File: src/hw/mra_regs.vh
// register offsets, field positions and timing counts for the monitor readout block
`ifndef MRA_REGS_VH
`define MRA_REGS_VH
`define MRA_CH_TEMP       3'd0
`define MRA_CH_SUPPLY     3'd1
`define MRA_CH_EXT_A      3'd2
`define MRA_CH_EXT_B      3'd3
`define MRA_CH_EXT_C      3'd4
`define MRA_NUM_CH        5
`define MRA_OFF_RESULT0   12'h000
`define MRA_OFF_HILIM0    12'h020
`define MRA_OFF_LOLIM0    12'h040
`define MRA_OFF_STATUS    12'h060
`define MRA_OFF_IRQEN     12'h064
`define MRA_OFF_CTRL      12'h068
`define MRA_OFF_LUT_RES0  12'h400
`define MRA_OFF_LUT_RES1  12'h600
`define MRA_OFF_WIPER     12'h06c
`define MRA_ST_DONE_LSB   0
`define MRA_ST_HI_LSB     8
`define MRA_ST_LO_LSB     16
`define MRA_CTRL_MPROT    0
`define MRA_CTRL_APROT    1
`define MRA_CTRL_TEMPIDX  2
`define MRA_CTRL_AUXSEL   3
`define MRA_LUT_FIRST     8'h80
`define MRA_LUT_LAST      8'hc7
`define MRA_LUT_DEPTH     72
`define MRA_FRAME_MS      25
`define MRA_CLK_KHZ       125000
`define MRA_FRAME_CYC     (`MRA_FRAME_MS * `MRA_CLK_KHZ)
`endif

File: src/hw/mra_monitor.v
// monitor readout, limit alarms, open-drain buffers and temperature-indexed resistor lookup
// Contract
// [RL1] results are 16-bit, upper 12 bits meaningful
// [RL2] reader masks the low four bits
// [RL3] channels refreshed round-robin, once per frame
// [RL4] frame lasts 25 ms typ, 36 ms max
// [RL5] per-channel done bit after each conversion
// [RL6] results compared to high and low limits
// [RL7] per-channel alarm interrupt enable
// [RL8] alarm can pull buffer output a
// [RL9] two buffers, logic input to open-drain
// [RL10] temperature two's complement, others unsigned
// [RL11] full scale 7fff/8000 or ffff/0000
// [RL12] reader weights supply at 100 uV
// [RL13] reader weights inputs at 38.147 uV
// [RL14] two resistors, setting per 2 degrees
// [RL15] index 80h..c7h, clamped at ends
// [RL16] low protect pin means unprotected
// [RL17] main blocked by pin and bit; aux by bit
// [RL18] host clocks serial data both ways
// [RL19] buffer outputs follow inputs non-inverting
// [RL20] flags stay set until software clears
`include "mra_regs.vh"
`default_nettype none
module mra_monitor #(
  parameter FRAME_CYC = `MRA_FRAME_CYC
) (
  // clock and reset
  input  wire        sys_clk,
  input  wire        nrst,
  // apb slave
  input  wire        psel,
  input  wire        penable,
  input  wire        pwrite,
  input  wire [11:0] paddr,
  input  wire [31:0] pwdata,
  output wire        pready,
  output reg  [31:0] prdata,
  output wire        pslverr,
  // converter side: raw 12-bit sample for the selected channel
  output reg  [2:0]  conv_channel,
  output reg         conv_start,
  input  wire [11:0] conv_sample,
  input  wire        conv_valid,
  // pins
  input  wire        buffer_input_a,
  input  wire        buffer_input_b,
  input  wire        write_protect_pin,
  output wire        buffer_output_a_o,
  output wire        buffer_output_a_oe,
  output wire        buffer_output_b_o,
  output wire        buffer_output_b_oe,
  // resistor settings and alarm interrupt
  output reg  [7:0]  wiper0_r,
  output reg  [7:0]  wiper1_r,
  output wire        alarm_irq
);
  localparam [31:0] SLOT_CYC = FRAME_CYC / `MRA_NUM_CH;
  localparam [1:0] ST_IDLE = 2'd0;
  localparam [1:0] ST_CONV = 2'd1;
  localparam [1:0] ST_WAIT = 2'd2;

  // pin synchronisers; preset high so no false pull follows reset
  reg [1:0] sync_a_r;
  reg [1:0] sync_b_r;
  reg [1:0] sync_wp_r;
  always @(posedge sys_clk) begin
    if (!nrst) begin
      sync_a_r <= 2'b11;
    end else begin
      sync_a_r <= {sync_a_r[0], buffer_input_a};
    end
  end

  always @(posedge sys_clk) begin
    if (!nrst) begin
      sync_b_r <= 2'b11;
    end else begin
      sync_b_r <= {sync_b_r[0], buffer_input_b};
    end
  end

  // preset high: a floating pin protects
  always @(posedge sys_clk) begin
    if (!nrst) begin
      sync_wp_r <= 2'b11;
    end else begin
      sync_wp_r <= {sync_wp_r[0], write_protect_pin}; // RL16
    end
  end

  reg [15:0] result_r [0:4];
  reg [15:0] hilim_r  [0:4];
  reg [15:0] lolim_r  [0:4];
  reg [7:0]  lut0_r   [0:`MRA_LUT_DEPTH-1];
  reg [7:0]  lut1_r   [0:`MRA_LUT_DEPTH-1];
  reg [4:0]  done_r;
  reg [4:0]  hi_r;
  reg [4:0]  lo_r;
  reg [4:0]  irqen_r;
  reg [3:0]  ctrl_r;
  reg [1:0]  state_r;
  reg [31:0] slot_cnt_r;
  integer    i;
  integer    j;

  // true when addr falls inside a bank of five word registers
  function in_bank;
    input [11:0] addr;
    input [11:0] base;
    begin
      in_bank = (addr >= base) && (addr < base + 12'h014);
    end
  endfunction

  // signed compare for temperature, unsigned for the rest
  function above;
    input [2:0]  ch;
    input [15:0] a;
    input [15:0] b;
    begin
      if (ch == `MRA_CH_TEMP)
        above = $signed(a) > $signed(b); // RL10
      else
        above = a > b;
    end
  endfunction

  // left-justify the 12-bit sample; low nibble zero
  wire [15:0] sample_w = {conv_sample, 4'h0}; // RL1 RL11

  // apb decode: single-cycle answer
  wire        acc_w   = psel & penable;
  wire        wr_w    = acc_w & pwrite;
  wire        in_lut0 = paddr >= `MRA_OFF_LUT_RES0 && paddr < `MRA_OFF_LUT_RES1;
  // upper bound stops 0x800 and above aliasing onto the second table
  wire        in_lut1 = paddr >= `MRA_OFF_LUT_RES1 && paddr < `MRA_OFF_LUT_RES1 + 12'h200;
  wire [6:0]  lut_ix  = paddr[8:2];
  wire [2:0]  reg_ix  = paddr[4:2];
  // aux-select bit routes writes as auxiliary-address writes
  wire        prot_main = sync_wp_r[1] & ctrl_r[`MRA_CTRL_MPROT]; // RL16 RL17
  wire        prot_aux  = ctrl_r[`MRA_CTRL_APROT]; // RL17
  wire        blocked   = ctrl_r[`MRA_CTRL_AUXSEL] ? prot_aux : prot_main;
  // status and interrupt-enable stay writable, like volatile scratch space
  wire        is_status = paddr == `MRA_OFF_STATUS;
  wire        is_irqen  = paddr == `MRA_OFF_IRQEN;
  wire        is_ctrl   = paddr == `MRA_OFF_CTRL;
  wire        is_hi     = in_bank(paddr, `MRA_OFF_HILIM0);
  wire        is_lo     = in_bank(paddr, `MRA_OFF_LOLIM0);
  wire        is_res    = in_bank(paddr, `MRA_OFF_RESULT0);
  wire        is_wip    = paddr == `MRA_OFF_WIPER;
  wire        lut_ok    = lut_ix < `MRA_LUT_DEPTH;
  wire        mapped    = is_status | is_irqen | is_ctrl | is_hi | is_lo | is_res | is_wip
                          | ((in_lut0 | in_lut1) & lut_ok);
  wire        wr_ok     = wr_w & mapped & !is_res & (is_status | is_irqen | !blocked);
  // zero wait states: every access completes in its first cycle
  assign pready  = 1'b1; // RL18
  assign pslverr = acc_w & (!mapped | (pwrite & is_res) | (pwrite & !wr_ok & mapped));

  // conversion sequencer
  always @(posedge sys_clk) begin
    if (!nrst) begin
      state_r      <= ST_IDLE;
      conv_channel <= 3'd0;
      conv_start   <= 1'b0;
      slot_cnt_r   <= 32'd0;
    end else begin
      conv_start <= 1'b0;
      if (slot_cnt_r != 32'd0)
        slot_cnt_r <= slot_cnt_r - 32'd1;
      case (state_r)
        ST_IDLE: begin
          conv_start <= 1'b1;
          slot_cnt_r <= SLOT_CYC - 32'd1; // RL4
          state_r    <= ST_CONV;
        end
        ST_CONV: begin
          if (conv_valid)
            state_r <= ST_WAIT;
        end
        default: begin
          if (slot_cnt_r == 32'd0) begin
            conv_channel <= (conv_channel == `MRA_CH_EXT_C) ? `MRA_CH_TEMP
                            : conv_channel + 3'd1; // RL3
            state_r      <= ST_IDLE;
          end
        end
      endcase
    end
  end

  // converter answer and its limit comparisons
  wire cap_w = (state_r == ST_CONV) && conv_valid;
  wire hi_w  = above(conv_channel, sample_w, hilim_r[conv_channel]); // RL6
  wire lo_w  = above(conv_channel, lolim_r[conv_channel], sample_w); // RL6

  // limit registers
  always @(posedge sys_clk) begin
    if (!nrst) begin
      for (i = 0; i < `MRA_NUM_CH; i = i + 1) begin
        hilim_r[i] <= 16'hffff;
        lolim_r[i] <= 16'h0000;
      end
    end else begin
      if (wr_ok && is_hi) begin
        hilim_r[reg_ix] <= pwdata[15:0]; // RL6
      end
      if (wr_ok && is_lo) begin
        lolim_r[reg_ix] <= pwdata[15:0]; // RL6
      end
    end
  end

  // interrupt enables and control bits
  always @(posedge sys_clk) begin
    if (!nrst) begin
      irqen_r <= 5'h00;
      ctrl_r  <= 4'h0;
    end else begin
      if (wr_ok && is_irqen) begin
        irqen_r <= pwdata[4:0]; // RL7
      end
      if (wr_ok && is_ctrl) begin
        ctrl_r <= pwdata[3:0]; // RL17
      end
    end
  end

  // conversion results
  always @(posedge sys_clk) begin
    if (!nrst) begin
      for (j = 0; j < `MRA_NUM_CH; j = j + 1) begin
        result_r[j] <= 16'h0000;
      end
    end else if (cap_w) begin
      result_r[conv_channel] <= sample_w; // RL1
    end
  end

  // sticky flags: write-one-to-clear, a same-cycle set wins below
  always @(posedge sys_clk) begin
    if (!nrst) begin
      done_r <= 5'h00;
      hi_r   <= 5'h00;
      lo_r   <= 5'h00;
    end else begin
      if (wr_ok && is_status) begin
        done_r <= done_r & ~pwdata[`MRA_ST_DONE_LSB +: 5]; // RL20
        hi_r   <= hi_r & ~pwdata[`MRA_ST_HI_LSB +: 5]; // RL20
        lo_r   <= lo_r & ~pwdata[`MRA_ST_LO_LSB +: 5]; // RL20
      end
      if (cap_w) begin
        done_r[conv_channel] <= 1'b1; // RL5
        if (hi_w) begin
          hi_r[conv_channel] <= 1'b1; // RL6 RL20
        end
        if (lo_w) begin
          lo_r[conv_channel] <= 1'b1; // RL6 RL20
        end
      end
    end
  end

  // lookup tables, one per resistor
  always @(posedge sys_clk) begin
    if (wr_ok && in_lut0 && lut_ok)
      lut0_r[lut_ix] <= pwdata[7:0]; // RL14
    if (wr_ok && in_lut1 && lut_ok)
      lut1_r[lut_ix] <= pwdata[7:0]; // RL14
  end

  // temperature index: 2-degree steps from -40, clamped
  wire signed [15:0] temp_w   = result_r[`MRA_CH_TEMP];
  // high byte is whole degrees, signed; sign must survive the offset
  wire signed [15:0] t_off    = $signed(temp_w[15:8]) + 16'sd40;
  wire [7:0]         step_w   = t_off[8:1];
  wire [7:0]         lut_addr = (t_off < 0) ? `MRA_LUT_FIRST
                                : (step_w > 8'd71) ? `MRA_LUT_LAST
                                : `MRA_LUT_FIRST + step_w; // RL15
  wire [6:0]         tix      = lut_addr[6:0] - 7'd0;
  always @(posedge sys_clk) begin
    if (!nrst) begin
      wiper0_r <= 8'h00;
      wiper1_r <= 8'h00;
    end else if (ctrl_r[`MRA_CTRL_TEMPIDX]) begin
      wiper0_r <= lut0_r[tix]; // RL14 RL15
      wiper1_r <= lut1_r[tix];
    end else if (wr_ok && is_wip) begin
      wiper0_r <= pwdata[7:0];
      wiper1_r <= pwdata[15:8];
    end
  end

  // read mux
  always @(posedge sys_clk) begin
    if (!nrst)
      prdata <= 32'h0;
    else if (psel && !penable && !pwrite) begin
      if (is_status)
        prdata <= {11'h0, lo_r, 3'h0, hi_r, 3'h0, done_r};
      else if (is_irqen)
        prdata <= {27'h0, irqen_r};
      else if (is_ctrl)
        prdata <= {27'h0, sync_wp_r[1], ctrl_r};
      else if (is_hi)
        prdata <= {16'h0, hilim_r[reg_ix]};
      else if (is_lo)
        prdata <= {16'h0, lolim_r[reg_ix]};
      else if (is_res)
        prdata <= {16'h0, result_r[reg_ix]};
      else if (is_wip)
        prdata <= {16'h0, wiper1_r, wiper0_r};
      else if (in_lut0 && lut_ok)
        prdata <= {24'h0, lut0_r[lut_ix]};
      else if (in_lut1 && lut_ok)
        prdata <= {24'h0, lut1_r[lut_ix]};
      else
        prdata <= 32'h0;
    end
  end

  // alarm gate and open-drain buffers; low input pulls the pin low
  assign alarm_irq = |((hi_r | lo_r) & irqen_r); // RL7
  assign buffer_output_a_o  = 1'b0;
  assign buffer_output_a_oe = !sync_a_r[1] | alarm_irq; // RL8 RL9 RL19
  assign buffer_output_b_o  = 1'b0;
  assign buffer_output_b_oe = !sync_b_r[1]; // RL9 RL19
endmodule
`default_nettype wire

File: config.mk
export PLATFORM = sky130hd
export DESIGN_NAME = mra_monitor
export DESIGN_NICKNAME = d
export VERILOG_FILES = /design/src/hw/mra_monitor.v
export VERILOG_INCLUDE_DIRS = /design/src /design/src/hw
export SDC_FILE = /design/constraint.sdc
export NUM_CORES = 2
export LEC_CHECK = 0
export BUFFER_PORTS_ARGS = -buffer_cell sky130_fd_sc_hd__buf_4
export CAP_MARGIN = 20
export CELL_PAD_IN_SITES_DETAIL_PLACEMENT = 0
export CELL_PAD_IN_SITES_GLOBAL_PLACEMENT = 1
export CORE_MARGIN = 3
export CORE_UTILIZATION = 26
export CTS_BUF_LIST = sky130_fd_sc_hd__clkbuf_4 sky130_fd_sc_hd__clkbuf_8 sky130_fd_sc_hd__clkbuf_16
export DETAILED_ROUTE_END_ITERATION = 10
export GPL_TIMING_DRIVEN = 0
export PLACE_DENSITY_LB_ADDON = 0.1
export SLEW_MARGIN = 20
export SYNTH_ARGS = -nofsm -noshare
export SYNTH_HDL_FRONTEND = slang
export SYNTH_SLANG_ARGS = --single-unit
export TNS_END_PERCENT = 20
File: constraint.sdc
create_clock -name sys_clk -period 4.4 [get_ports sys_clk]
set_input_delay 0.88 -clock sys_clk [delete_from_list [all_inputs] [get_ports sys_clk]]
set_output_delay 0.88 -clock sys_clk [all_outputs]
set_load 0.01 [all_outputs]
Word level (Yosys, flattened, before mapping)
Memories as Yosys holds them, arrays and structs flattened. A register that Yosys moved wholly into a read port is not among the register bits.
Index checks and enable logic that the tools add are counted.

operators by class
  reductions and logical operators = 44
  order comparisons = 19
  bitwise logic cells = 36
  equal/unequal tests = 7
  multiplexer cells = 65
  add/subtract/negate cells = 4

operator list
  kind                   count
  $mux 16                8
  $gt 16x16->1           4
  $mux 5                 11
  $eq 12x7->1 const B    4
  $mux 8                 6
  $mux 20                2
  $logic_not 32->1       1
  $reduce_bool 32->1     1
  $reduce_or 16->1       2
  $sub 32x1->32 const B  1
  $ge 12x11->1 const B   2
  $mux 3                 8
  $mux 1                 22
  $logic_and 1x1->1      21
  $mux 21                1
  $and 5x5->5            4
  $or 5x5->5             4
  $not 5->5              3
  $mux 7                 2
  $ge 12x1->1 const B    1
  $ge 12x6->1 const B    1
  $ge 12x7->1 const B    1
  $lt 12x11->1 const B   1
  $lt 12x12->1 const B   1
  other kinds (30)       63

word-level totals
  output and inout bits = 59
  bits in writable memories = 1,372
  memories = 5
  bits in registers = 116
  input bits = 65

memories
  name      depth  width  rd ports  clocked after Yosys merged registers in  wr ports  line              RTL
  lut0_r    72     8      2         0                                        1         mra_monitor.v:95  reg [7:0] lut0_r [0:`MRA_LUT_DEPTH-1];
  lut1_r    72     8      2         0                                        1         mra_monitor.v:96  reg [7:0] lut1_r [0:`MRA_LUT_DEPTH-1];
  hilim_r   5      16     2         1                                        5         mra_monitor.v:93  reg [15:0] hilim_r [0:4];
  lolim_r   5      16     2         1                                        5         mra_monitor.v:94  reg [15:0] lolim_r [0:4];
  result_r  5      12     2         0                                        5         mra_monitor.v:92  reg [15:0] result_r [0:4];

Logic depth before layout (Yosys ltp)
  depth after elaboration = 17
  mapped depth = 17

Least setup slack after synthesis
No wires, ideal clock.

  kind = input to register
  from = in paddr[2]
  to = mem lolim_r[3][0] (enable)
  required time = 3.989 ns
  library setup time = 0.411 ns
  stages = 11
  data arrival time = 3.853 ns
  setup slack = 0.136 ns
  cell sequence = buf_4 buf_6 buf_6 buf_6 buf_6 buf_6 buf_4 buf_4 nand3_1 buf_1 o21ai_0

RTL lines
  what             line              RTL
  start, declared  mra_monitor.v:35  input wire [11:0] paddr,
  end, declared    mra_monitor.v:94

Worst setup path after layout
  from = in paddr[4]
  to = mem lut1_r[12][7] (enable)

between the ends
  longest elaborated chain between the ends = 15

ends and longest elaborated chain
  what                                                                  line
  parallel branches: the longest is 15 deep, another holds $ge 12x6->1  --
  end, declared                                                         mra_monitor.v:96

Several ways; the timed one is not identified.

==> results.tsv <==
metric	value	unit
wl_met3	65800	um
setup_viol	623	
outcome	complete, but fails checks	
initial_core_util	0.263	
violations	negative setup slack	
area_delta_synth_final	24.6	%
drtIter0Drc	11760	
globalRouteOverflowTotal	0	
vias	66231	
path_clk_slew	0.06	ns
clk_path_buf_depth	4	
ys_warn_count	0	
rows	200	
worst_pin_slew	1.36	ns
highest_layer	met5	
synth_edf_count	1504	
synth_cells	5617	
pin_count	124	
leakage	32.2	nW
worst_setup_path_end_kind	flip-flop	
wl_met2	233000	um
ir_worst_vdd	0.352	mV
die_y	555	um
synth_top_cell_by_area	edfxtp_1	
hold_slack	0.186	ns
route.antenna.remaining_nets	0	
setup_slack	-0.289	ns
cts_sinks	1612	
period_share	1.07	
grt_pass1_vias	60521	
place.gp.congestion	1.07	
dp_hpwl	402000	um
slew_violations	0	
ys_ff_latch	1612	
ys_async_sr_fraction	0	
fin_skew	0.0825	ns
grt_pass1_wl	700000	um
multiInputGateArea	31100	um^2
hold_violations	0	
ys_top_cells_by_area	edfxtp_1 (58%), mux4_2 (13%), nand2_1 (3.0%)	
rsz0062_at_grt	true	
hold_path.class	in -> reg	
place_ws	-3.07	ns
fillCellCount	29298	
fp.dieArea	308000	um^2
cts_htree_levels	4	
postCtsHoldBufs	0	
grt_max_degree	97	
max_slew_margin	0.0906	
min_period	4.69	ns
drc_errors	0	
cp_max_fo	10	
cts_tree	done	
numCtsBuffers	202	
p_per_area	446	nW/um^2
ys.flop_type	edfxtp_1	
clk_latency	0.91	ns
via_per_inst	6.39	
critPathLaunchType	primary input	
nNetsFinal	6295	
antenna_found_initial	113	
dr.pass1.iters	7	
regArea	47300	um^2
arrival	5.35	ns
cap_violations	0	
die-width	555	um
synth_top_area_share	0.576	
port_buffers	94	
ys_types	111	
netlist_area	78400	um^2
coreArea	298000	um^2
postSynthAreaPerCell	14.0	um^2
seq_area_frac_synth	0.604	
layout-drive-gt1-share	0.294	
cts-root-buf	clkbuf_16	
cp.required	5.06	ns
grt_usage	0.356	
routedLengthMet1	208000	um
wl_per_cell	54.4	um
wl	564000	um
clock.fmax	0.213	GHz
fin_tns_setup	-67.44	ns
path_class	in -> reg	
-- Yosys cell counts, drive strengths merged, types with 19 or more instances --
master	instances
a211oi	79
a21o	19
a21oi	237
a221o	25
a31oi	73
a32oi	25
and2	55
and3	94
buf	304
clkbuf	166
dfxtp	108
edfxtp	1504
ha	29
inv	27
mux2	29
mux2i	198
mux4	456
nand2	629
nand2b	67
nand3	149
nand4	44
nor2	386
nor3	107
nor4	49
o211ai	47
o21a	29
o21ai	185
o221ai	50
o22ai	104
or3	49
xnor2	21
-- metrics by stage --
stage	total power, W	cell area [um^2]	cells	util
2_1_floorplan	0.0201	78800	5725	-
3_3_place_gp	0.0249	84400	9758	0.283
3_5_place_dp	0.0251	87100	9858	0.292
4_1_cts	0.0429	96900	10295	0.325
5_1_grt	0.0437	97500	10314	0.327
6_report	0.0436	97700	10367	0.327
-- what timing repair did --
action,CTS,global route
endpoints found under the setup margin,1432,694
resized for setup,632,131
pin swaps,60,20
setup buffers,69,14
-- layout make-up --
type | instances | share of cell area
Antenna cell | 60 | 0.00154
Clock inverter | 109 | 0.0109
Multi-Input combinational cell | 3615 | 0.319
Sequential cell | 1612 | 0.485
Buffer | 466 | 0.0380
Timing Repair Buffer | 276 | 0.0360
Tap cell | 3939 | 0.0505
Clock buffer | 262 | 0.0583
Inverter | 28 | 0.00118
-- cells by family after synthesis --
kind of cell    after synthesis  share of synthesized area
fa+ha+maj                    29                    0.00463
flops                      1612                      0.604
xor+xnor                     26                    0.00315
buf+inv                     498                     0.0319
compound gates             1095                     0.0964
simple gates               1672                     0.0994
mux                         683                      0.161
other cells                   2                  0.0000958
-- critical path, cell delays in order --
cell,delay (ns)
buf_4,0.24
inv_4,0.39
buf_2,0.74
buf_2,0.77
clkbuf_2,0.55
clkbuf_2,0.57
nor3_4,0.14
nand2_4,0.45
nor2_4,0.20
buf_6,0.20
-- report_power, final --
| group | leakage [nW] | switching [W] | internal, W | total (W) |
|---|---|---|---|---|
| clock | 3.32 | 0.00733 | 0.0102 | 0.0175 |
| sequential | 14.7 | 0.000113 | 0.0169 | 0.0171 |
| combinational | 14.2 | 0.00681 | 0.00216 | 0.00897 |
-- layer usage --
metal  vias up  GRT usage
met2      5985      0.510
met1     34826      0.438
met4        32      0.293
met5         -          0
li1      23653          -
met3      1735      0.113
-- path summary, 6_finish.rpt --
kind | startpoint | to | slack (ns) | cells past startpoint
min | write_protect_pin | sync_wp_r[0] | 0.19 | 2
max | paddr[4] | lut1_r[12][7] | -0.29 | 10
max reg2reg | result_r[0][7] | wiper1_r[7] | -0.24 | 11
min reg2reg | sync_b_r[0] | sync_b_r[1] | 0.41 | 1
-- placed cells by master, fill, tap and decap left out, drive strengths merged, types with 149 or more instances in the layout --
master	count
edfxtp	1504
mux4	456
nor2	386
o21ai	185
nand3	149
buf	558
nand2	629
clkbuf	442
mux2i	198
a21oi	237
-- sequential cells by signal, indices dropped and copies added, names as in the netlist, 8 cells and up, named ones only --
register    cells
hilim_r       128
prdata         21
wiper1_r        8
result_r       96
lolim_r       128
wiper0_r        8
lut1_r        576
slot_cnt_r     32
lut0_r        576
Power figures use the tool's default switching activity.
